$ cat src/design/ascs_pkg.sv
// ascs_pkg: constants and carrier types for the analog system clock switch.
// assumes a single 200 MHz reference clock; all slower rates are enables.
package ascs_pkg;

   // ****************************************
   // clock rates and derived counts
   // ****************************************
   localparam int unsigned REF_CLK_MHZ       = 200;
   localparam int unsigned CFG_MUX_MAX_MHZ   = 10;
   localparam int unsigned ADC_MAX_MHZ       = 10;
   localparam int unsigned NVM_MAX_MHZ       = 100;
   // smallest legal divide that keeps a rate at or below its ceiling (rounded up)
   localparam int unsigned INIT_DIV_MIN      = (REF_CLK_MHZ + CFG_MUX_MAX_MHZ - 1) / CFG_MUX_MAX_MHZ;
   localparam int unsigned NVM_DIV_MIN       = (REF_CLK_MHZ + NVM_MAX_MHZ - 1) / NVM_MAX_MHZ;
   // default divides; init strictly below its ceiling, adc exactly at its ceiling
   localparam int unsigned INIT_DIV_DEF      = INIT_DIV_MIN + 1;
   localparam int unsigned RUN_DIV_DEF       = 5;
   localparam int unsigned ADC_DIV_STEP      = 4;
   localparam int unsigned ADC_DIV_CODE_DEF  = 1;
   // gap countdown start for a clock switch; the gap lasts SWITCH_GAP_CYC + 1 ref clock cycles
   localparam int unsigned SWITCH_GAP_CYC    = 2;
   localparam int unsigned MUX_CLIENTS_MAX   = 64;
   localparam int unsigned RESET_CNT_VAL     = 0;

   // ****************************************
   // types
   // ****************************************
   typedef enum logic [1:0] {
      ASCS_SEL_INIT  = 2'h0,
      ASCS_SEL_GAP   = 2'h1,
      ASCS_SEL_RUN   = 2'h2
   } ascs_sel_t;

   // user request to nonvolatile memory
   typedef struct packed {
      logic        req;
      logic [15:0] addr;
   } ascs_nvm_req_t;

   // crystal control pair toward the oscillator
   typedef struct packed {
      logic select;
      logic mode;
   } ascs_xtal_t;

endpackage : ascs_pkg

$ cat src/design/ascs_div.sv
// ascs_div: divider that emits a one-cycle enable every div_in cycles.
// assumes div_in is steady while enable is high; 1 gives every cycle.
`timescale 1ns/1ps
module ascs_div #(
   parameter int unsigned W = 8
) (
   // clock and reset
   input  wire logic         ref_clk_in,
   input  wire logic         rst_in,
   // control
   input  wire logic         run_in,
   input  wire logic [W-1:0] div_in,
   // enable pulse
   output logic              tick_out
);

   logic [W-1:0] cnt_r;
   logic [W-1:0] cnt_nxt;
   logic         tick_nxt;

   // count up and fire when the next count reaches div_in; stopped counter restarts cleanly
   always_comb begin
      cnt_nxt  = cnt_r;
      tick_nxt = 1'b0;
      if (!run_in) begin
         cnt_nxt = '0;
      end else if (cnt_r + W'(1) >= div_in) begin
         cnt_nxt  = '0;
         tick_nxt = 1'b1;
      end else begin
         cnt_nxt = cnt_r + W'(1);
      end
   end

   always_ff @(posedge ref_clk_in or posedge rst_in) begin
      if (rst_in) begin
         cnt_r    <= '0;
         tick_out <= 1'b0;
      end else begin
         cnt_r    <= cnt_nxt;
         tick_out <= tick_nxt;
      end
   end

endmodule : ascs_div

$ cat src/design/ascs_top.sv
// ascs_top: clock selection for the analog system core and flash memory block.
// assumes init_done and user requests come from other clock logic (synchronised here).
// Contract
// - init clock during initialization, then run clock
// - completion flag selects the glitchless clock mux
// - above 10 MHz only if never accessed
// - init clock below 10 MHz during init
// - wide selector limits init engine clock rate
// - ADC clock from run clock, below 10 MHz (defaults give exactly 10 MHz)
// - ADC divider only multiples of four
// - drive crystal select and mode when used
// - init engine has priority over user nvm
`timescale 1ns/1ps
module ascs_top #(
   parameter int unsigned DIV_W       = 8,
   parameter int unsigned INIT_DIV    = ascs_pkg::INIT_DIV_DEF,
   parameter int unsigned RUN_DIV     = ascs_pkg::RUN_DIV_DEF,
   parameter int unsigned ADC_CODE    = ascs_pkg::ADC_DIV_CODE_DEF,
   parameter int unsigned NVM_DIV     = ascs_pkg::NVM_DIV_MIN,
   parameter int unsigned MUX_CLIENTS = ascs_pkg::MUX_CLIENTS_MAX
) (
   // clock and reset
   input  wire logic                    ref_clk_in,
   input  wire logic                    rst_in,
   // initialization status from flash memory block
   input  wire logic                    init_done_in,
   input  wire logic                    init_req_in,
   // counter and crystal
   input  wire logic                    counter_used_in,
   input  wire logic                    osc_tick_in,
   // user nonvolatile memory and config mux access
   input  wire ascs_pkg::ascs_nvm_req_t user_nvm_in,
   input  wire logic                    user_cfg_req_in,
   // clock enables
   output logic                         sys_clk_en_out,
   output logic                         cfg_mux_clk_en_out,
   output logic                         adc_clk_en_out,
   output logic                         counter_clk_en_out,
   output logic                         nvm_clk_en_out,
   // status and grants
   output ascs_pkg::ascs_sel_t          clk_sel_out,
   output ascs_pkg::ascs_xtal_t         xtal_out,
   output logic                         init_grant_out,
   output logic                         user_grant_out,
   output logic                         user_cfg_grant_out
);

   // ****************************************
   // input synchronisers
   // ****************************************
   logic [4:0] sync1_r;
   logic [4:0] sync2_r;
   logic [4:0] async_in;
   assign async_in = {init_done_in, init_req_in, osc_tick_in, user_nvm_in.req, user_cfg_req_in};

   // two stages; first stage read only by the second
   always_ff @(posedge ref_clk_in or posedge rst_in) begin
      if (rst_in) begin
         sync1_r <= '0;
         sync2_r <= '0;
      end else begin
         sync1_r <= async_in;
         sync2_r <= sync1_r;
      end
   end

   logic done_s, ireq_s, osc_s, ureq_s, ucfg_s;
   assign {done_s, ireq_s, osc_s, ureq_s, ucfg_s} = sync2_r;

   // ****************************************
   // selection state
   // ****************************************
   ascs_pkg::ascs_sel_t sel_r, sel_nxt;
   logic [1:0]          gap_r, gap_nxt;
   logic                init_tick, run_tick, adc_tick, nvm_tick;
   logic                osc_prev_r;

   // a dead gap of no system enables between clocks keeps the switch runt-free
   always_comb begin
      sel_nxt = sel_r;
      gap_nxt = gap_r;
      unique case (sel_r)
         ascs_pkg::ASCS_SEL_INIT: begin
            if (done_s) begin
               sel_nxt = ascs_pkg::ASCS_SEL_GAP;
               gap_nxt = 2'(ascs_pkg::SWITCH_GAP_CYC);
            end
         end
         ascs_pkg::ASCS_SEL_GAP: begin
            if (gap_r == 2'h0) begin
               sel_nxt = ascs_pkg::ASCS_SEL_RUN;
            end else begin
               gap_nxt = gap_r - 2'h1;
            end
         end
         ascs_pkg::ASCS_SEL_RUN: begin
            if (!done_s) begin
               sel_nxt = ascs_pkg::ASCS_SEL_INIT; // re-init returns to slow clock
            end
         end
         default: sel_nxt = ascs_pkg::ASCS_SEL_INIT;
      endcase
   end

   always_ff @(posedge ref_clk_in or posedge rst_in) begin
      if (rst_in) begin
         sel_r <= ascs_pkg::ASCS_SEL_INIT;
         gap_r <= '0;
      end else begin
         sel_r <= sel_nxt;
         gap_r <= gap_nxt;
      end
   end

   // ****************************************
   // dividers
   // ****************************************
   // init rate kept below config mux ceiling; wide selector wants it slow
   ascs_div #(.W(DIV_W)) u_init_div (
      .ref_clk_in (ref_clk_in),
      .rst_in     (rst_in),
      .run_in     (1'b1),
      .div_in     (DIV_W'(INIT_DIV)),
      .tick_out   (init_tick)
   );
   ascs_div #(.W(DIV_W)) u_run_div (
      .ref_clk_in (ref_clk_in),
      .rst_in     (rst_in),
      .run_in     (1'b1),
      .div_in     (DIV_W'(RUN_DIV)),
      .tick_out   (run_tick)
   );
   // adc divide counts run ticks in steps of four
   logic [DIV_W-1:0] adc_cnt_r, adc_cnt_nxt;
   logic             adc_tick_nxt;
   localparam logic [DIV_W-1:0] ADC_DIV = DIV_W'(ascs_pkg::ADC_DIV_STEP * ADC_CODE);
   always_comb begin
      adc_cnt_nxt  = adc_cnt_r;
      adc_tick_nxt = 1'b0;
      if (sel_r != ascs_pkg::ASCS_SEL_RUN) begin
         adc_cnt_nxt = '0; // stale count would shorten the first divide after re-entry
      end else if (run_tick) begin
         if (adc_cnt_r + DIV_W'(1) >= ADC_DIV) begin
            adc_cnt_nxt  = '0;
            adc_tick_nxt = 1'b1;
         end else begin
            adc_cnt_nxt = adc_cnt_r + DIV_W'(1);
         end
      end
   end
   always_ff @(posedge ref_clk_in or posedge rst_in) begin
      if (rst_in) begin
         adc_cnt_r <= '0;
         adc_tick  <= 1'b0;
      end else begin
         adc_cnt_r <= adc_cnt_nxt;
         adc_tick  <= adc_tick_nxt;
      end
   end
   ascs_div #(.W(DIV_W)) u_nvm_div (
      .ref_clk_in (ref_clk_in),
      .rst_in     (rst_in),
      .run_in     (1'b1),
      .div_in     (DIV_W'(NVM_DIV)),
      .tick_out   (nvm_tick)
   );

   // ****************************************
   // outputs
   // ****************************************
   logic sys_nxt, cfg_nxt, ctr_nxt, ig_nxt, ug_nxt, ucg_nxt;
   always_comb begin
      // no system enable during the gap state
      sys_nxt = (sel_r == ascs_pkg::ASCS_SEL_INIT) ? init_tick :
                (sel_r == ascs_pkg::ASCS_SEL_RUN)  ? run_tick : 1'b0;
      // config mux stays on the slow clock so later access remains legal
      cfg_nxt = init_tick;
      ctr_nxt = counter_used_in & osc_s & ~osc_prev_r;
      ig_nxt  = ireq_s & (sel_r == ascs_pkg::ASCS_SEL_INIT);
      ug_nxt  = ureq_s & ~ig_nxt & nvm_tick;
      ucg_nxt = ucfg_s & init_tick & (sel_r == ascs_pkg::ASCS_SEL_RUN);
   end

   always_ff @(posedge ref_clk_in or posedge rst_in) begin
      if (rst_in) begin
         sys_clk_en_out     <= 1'b0;
         cfg_mux_clk_en_out <= 1'b0;
         adc_clk_en_out     <= 1'b0;
         counter_clk_en_out <= 1'b0;
         nvm_clk_en_out     <= 1'b0;
         clk_sel_out        <= ascs_pkg::ASCS_SEL_INIT;
         xtal_out           <= '0;
         init_grant_out     <= 1'b0;
         user_grant_out     <= 1'b0;
         user_cfg_grant_out <= 1'b0;
         osc_prev_r         <= 1'b0;
      end else begin
         sys_clk_en_out     <= sys_nxt;
         cfg_mux_clk_en_out <= cfg_nxt;
         adc_clk_en_out     <= adc_tick;
         counter_clk_en_out <= ctr_nxt;
         nvm_clk_en_out     <= nvm_tick;
         clk_sel_out        <= sel_r;
         xtal_out           <= '{select: counter_used_in, mode: counter_used_in};
         init_grant_out     <= ig_nxt;
         user_grant_out     <= ug_nxt;
         user_cfg_grant_out <= ucg_nxt;
         osc_prev_r         <= osc_s;
      end
   end
endmodule : ascs_top

$ cat config.mk
export PLATFORM = sky130hd
export DESIGN_NAME = ascs_top
export DESIGN_NICKNAME = d
export VERILOG_FILES = /design/src/design/ascs_pkg.sv /design/src/design/ascs_div.sv /design/src/design/ascs_top.sv
export SDC_FILE = /design/constraint.sdc
export NUM_CORES = 1
export LEC_CHECK = 0
export BUFFER_PORTS_ARGS = -buffer_cell sky130_fd_sc_hd__buf_2
export CORE_MARGIN = 2
export CORE_UTILIZATION = 59
export CTS_CLUSTER_DIAMETER = 100
export DETAILED_ROUTE_END_ITERATION = 16
export HOLD_SLACK_MARGIN = 0.12
export PLACE_DENSITY = 0.85
export SLEW_MARGIN = 15
export SYNTH_ARGS = -nofsm -noshare
export SYNTH_HDL_FRONTEND = slang
export SYNTH_SLANG_ARGS = --single-unit
$ cat constraint.sdc
create_clock -name ref_clk_in -period 3.2 [get_ports ref_clk_in]
set_clock_uncertainty 0.05 [all_clocks]
set_input_delay 0.32 -clock ref_clk_in [delete_from_list [all_inputs] [get_ports ref_clk_in]]
set_output_delay 0.32 -clock ref_clk_in [all_outputs]
set_load 0.1 [all_outputs]
==> reports/metrics.yaml <==
avgViaCountPerCell: 5.09
core.rowCount: 22
placement.io_buffers: 19
worst_path_max_delay_cell: "sky130_fd_sc_hd__or4_1"
final-max-slew-violation-count: 0
post-route-util_pct: 74.8
worst_hold_path_type: "reg -> reg"
grt_overflow_total: 0
critical_path.endpoint_type: "flop"
netlist_area_um2: 2330
power.net_switching_mw: 0.641
internal-power_mw: 1.29
numCtsBuffers: 9
detailroute.via_count: 1441
slew-limit-headroom_pct: 64.4
antenna_found_initial: 0
series_of_cell_instances_along_the_critical_path: "ha_1 -> nand3_2 -> or4_1 -> o31ai_1 -> and4_1"
switching_share_pct: 33.2
antenna_viol_nets_final: 0
post-synth-top-area-fraction_pct: 66.7
synth_edf_count: 0
synth-seq-area-share_pct: 66.7
netlist_top_cells_count: "sky130_fd_sc_hd__dfrtp_1 (62), sky130_fd_sc_hd__nor2_1 (15), sky130_fd_sc_hd__inv_1 (12), sky130_fd_sc_hd__ha_1 (10)"
nFillCells: 247
yosys-top-cells-area: "sky130_fd_sc_hd__dfrtp_1 (67%), sky130_fd_sc_hd__ha_1 (5.4%), sky130_fd_sc_hd__nor2_1 (2.4%), sky130_fd_sc_hd__inv_1 (1.9%), sky130_fd_sc_hd__and2_1 (1.9%)"
timing.critical_path.slowest_cell_delay_ns: 0.53
syn_to_final_growth_pct: 19.6
outcome: "completed"
p_leak_nw: 1.34
grt_setup_unrepaired: "no"
n_antenna_cell: 0
clkSlewWorstSetupHoldPaths_ns: 0.07
wire_per_inst_um: 13.2
number_of_warnings_printed_during_yosys_synthesis: 0
crit_cells: 5
cts_max_path_buffers: 2
design.final.nets: 264
max_cap_viol_count: 0
h-tree-depth: 3
seq_power_share_pct: 47.1
critical_path_buf_inv_count: 0
insertion_delay_ns: 0.33
crit_required_ns: 3.42
initial_core_util_pct: 62.6
synth_area_per_inst_um2: 12.9
postRouteWirelength_mm: 3.75
worst-path-max-fanout: 5
cts_tree: "done"
postSynthCellCount: 180
clock_sink_count: 62
via_count_of_the_first_global_routing_pass: 1485
synth-seq-cells: 62
chip_height_um: 66.8
synth.distinct_cells: 38
drt-initial-drc-count: 162
holdPathStages: 0
num_io_pins: 36
dp_hpwl_mm: 2.43
period_share_pct: 55.2
comb_power_share_pct: 20.1
placeableCoreArea_um2: 3720
criticalPathCategory: "reg -> reg"
final.min_clock_period_ns: 1.77
largest_area_contributor_in_the_synthesized_netlist: "sky130_fd_sc_hd__dfrtp_1"
first_pass_iteration_count_of_the_detailed_router: 5
r2r_cells: 5
irDropWorstVdd_v: 0.000399
fmax_mhz: 566
drc: 0
timing.critical_path.arrival_ns: 1.99
setup_viol_count_final: 0
global_route.usage.total_pct: 21.6
layout-drive-gt1-share_pct: 16.6
fp.dieW_um: 66.8
clock_power_share_pct: 32.8
die_area_um2: 4460
place_congestion: 0.814
ffs_w_async_s_r_synth_pct: 100
first_pass_grt_wire_length_mm: 6.55
clock-root-buffer: "sky130_fd_sc_hd__clkbuf_8"
worst_path_dominant_cell_family: "simple AND/OR/NAND/NOR gates"
timing.final.hold_violations: 0
power_per_cell_area_nw_per_um2: 694
yosysMostFrequentCell: "sky130_fd_sc_hd__dfrtp_1"
setup.worst_path.start_class: "flop"
pin_count_of_the_biggest_net_entering_global_routing: 36
worst-slew-pin-transition_ns: 0.533
synth_top_flop_cell: "sky130_fd_sc_hd__dfrtp_1"
total_neg_setup_slack_ns: 0
==> layout make-up <==
class                   instances  area (um2)  area share (%)
flip-flops and latches         62        1550            55.8
multi-input cells             118         771            27.7
repair buffers                 27         173            6.21
clock buffers                  11         131            4.72
well taps                      48        60.1            2.16
clock inverters                 5        50.0            1.80
inverters                      12        45.0            1.62
==> logic make-up (layout without fill, tap and decap cells) <==
family | count (synthesis) | after routing | synth area share [%]
compound gates | 21 | 21 | 7.21
xor+xnor | 6 | 6 | 2.26
fa+ha+maj | 10 | 10 | 5.38
buf+inv | 14 | 55 | 2.42
flops | 62 | 62 | 66.7
mux | 1 | 1 | 0.430
other cells | 1 | 15 | 0.161
simple gates | 65 | 65 | 15.4
==> power groups by stage <==
stage / combinational [mW] / clock, mW / sequential, mW
2_1_floorplan: 0.127 / 0 / 1.10
3_3_place_gp: 0.366 / 0 / 0.919
3_5_place_dp: 0.377 / 0 / 0.923
4_1_cts: 0.391 / 0.649 / 0.908
5_1_grt: 0.416 / 0.691 / 0.920
6_report: 0.388 / 0.634 / 0.909
==> worst reg2reg max path, stage by stage (launching register included) <==
cell and delay, ns:
sky130_fd_sc_hd__dfrtp_1 0.42, sky130_fd_sc_hd__ha_1 0.23, sky130_fd_sc_hd__nand3_2 0.11, sky130_fd_sc_hd__or4_1 0.53, sky130_fd_sc_hd__o31ai_1 0.12, sky130_fd_sc_hd__and4_1 0.25
==> state kept, by name, summed over array words and instances (netlist names), 2 cells and up <==
name,cells
clk_sel_out,2
u_init_div.cnt_r,8
gap_r,2
sel_r,2
sync2_r,5
adc_cnt_r,8
u_nvm_div.cnt_r,8
u_run_div.cnt_r,8
sync1_r,5
==> cell usage in the layout, fill, tap and decap left out, types with 2 or more instances in the layout <==
| cell type | netlist | routed |
|---|---|---|
| sky130_fd_sc_hd__dfrtp_1 | 62 | 62 |
| sky130_fd_sc_hd__buf_2 | 0 | 19 |
| sky130_fd_sc_hd__nor2_1 | 15 | 15 |
| sky130_fd_sc_hd__conb_1 | 1 | 15 |
| sky130_fd_sc_hd__inv_1 | 12 | 11 |
| sky130_fd_sc_hd__ha_1 | 10 | 10 |
| sky130_fd_sc_hd__clkbuf_8 | 0 | 9 |
| sky130_fd_sc_hd__and2_1 | 7 | 7 |
| sky130_fd_sc_hd__o21ai_0 | 7 | 7 |
| sky130_fd_sc_hd__nand3_1 | 7 | 7 |
| sky130_fd_sc_hd__dlygate4sd3_1 | 0 | 7 |
| sky130_fd_sc_hd__nor3_1 | 6 | 6 |
| sky130_fd_sc_hd__nand2_1 | 6 | 6 |
| sky130_fd_sc_hd__a21oi_1 | 4 | 4 |
| sky130_fd_sc_hd__xor2_1 | 4 | 4 |
| sky130_fd_sc_hd__and3_1 | 4 | 4 |
| sky130_fd_sc_hd__clkinv_2 | 0 | 4 |
| sky130_fd_sc_hd__or4_1 | 3 | 3 |
| sky130_fd_sc_hd__nand3b_1 | 3 | 3 |
| sky130_fd_sc_hd__xnor2_1 | 2 | 2 |
| sky130_fd_sc_hd__or3_1 | 2 | 2 |
| sky130_fd_sc_hd__and4_1 | 2 | 2 |
| sky130_fd_sc_hd__nand4_1 | 2 | 2 |
| sky130_fd_sc_hd__nor3b_1 | 2 | 2 |
| sky130_fd_sc_hd__nand2b_1 | 2 | 2 |
| sky130_fd_sc_hd__clkbuf_1 | 1 | 2 |
==> metrics by stage <==
| stage | power (mW) | instances | worst slack, ns | area, um2 | hold WS (ns) |
|---|---|---|---|---|---|
| after CTS | 1.95 | 283 | 1.46 | 2780 | 0.301 |
| final | 1.93 | 283 | 1.43 | 2780 | 0.304 |
| after global routing | 2.03 | 283 | 1.36 | 2780 | 0.313 |
| after detailed placement | 1.30 | 260 | 1.49 | 2530 | 0.286 |
| after floorplan | 1.23 | 194 | 1.29 | 2380 | 0.281 |
| after global placement | 1.28 | 260 | 1.54 | 2530 | 0.283 |
==> worst paths after layout <==
check	startpoint	slack, ns	to
setup / recovery	u_nvm_div.cnt_r[0]	1.43	u_nvm_div.cnt_r[0]
hold / removal	sync1_r[3]	0.30	sync2_r[3]
setup reg to reg	u_nvm_div.cnt_r[0]	1.43	u_nvm_div.cnt_r[0]
hold reg to reg	sync1_r[3]	0.30	sync2_r[3]
max in group asynchronous	rst_in	1.74	u_init_div.cnt_r[7]
min in group asynchronous	rst_in	0.56	u_nvm_div.cnt_r[2]
==> routing by layer <==
metal / part of all wire, % / up-vias / track usage [%]
met1: 41 / 692 / 24.2
met2: 51 / 31 / 33.9
li1: - / 704 / -
met4: 3.0 / 0 / 13.3
met5: 0 / - / 0
met3: 4.9 / 14 / 9.46
==> timing repair <==
item	in CTS	in global routing
hold buffers	7	0
resized for setup	0	0
setup endpoints to repair	0	0
endpoints found under the hold margin	33	0
setup buffers	0	0
Power figures use the tool's default switching activity.
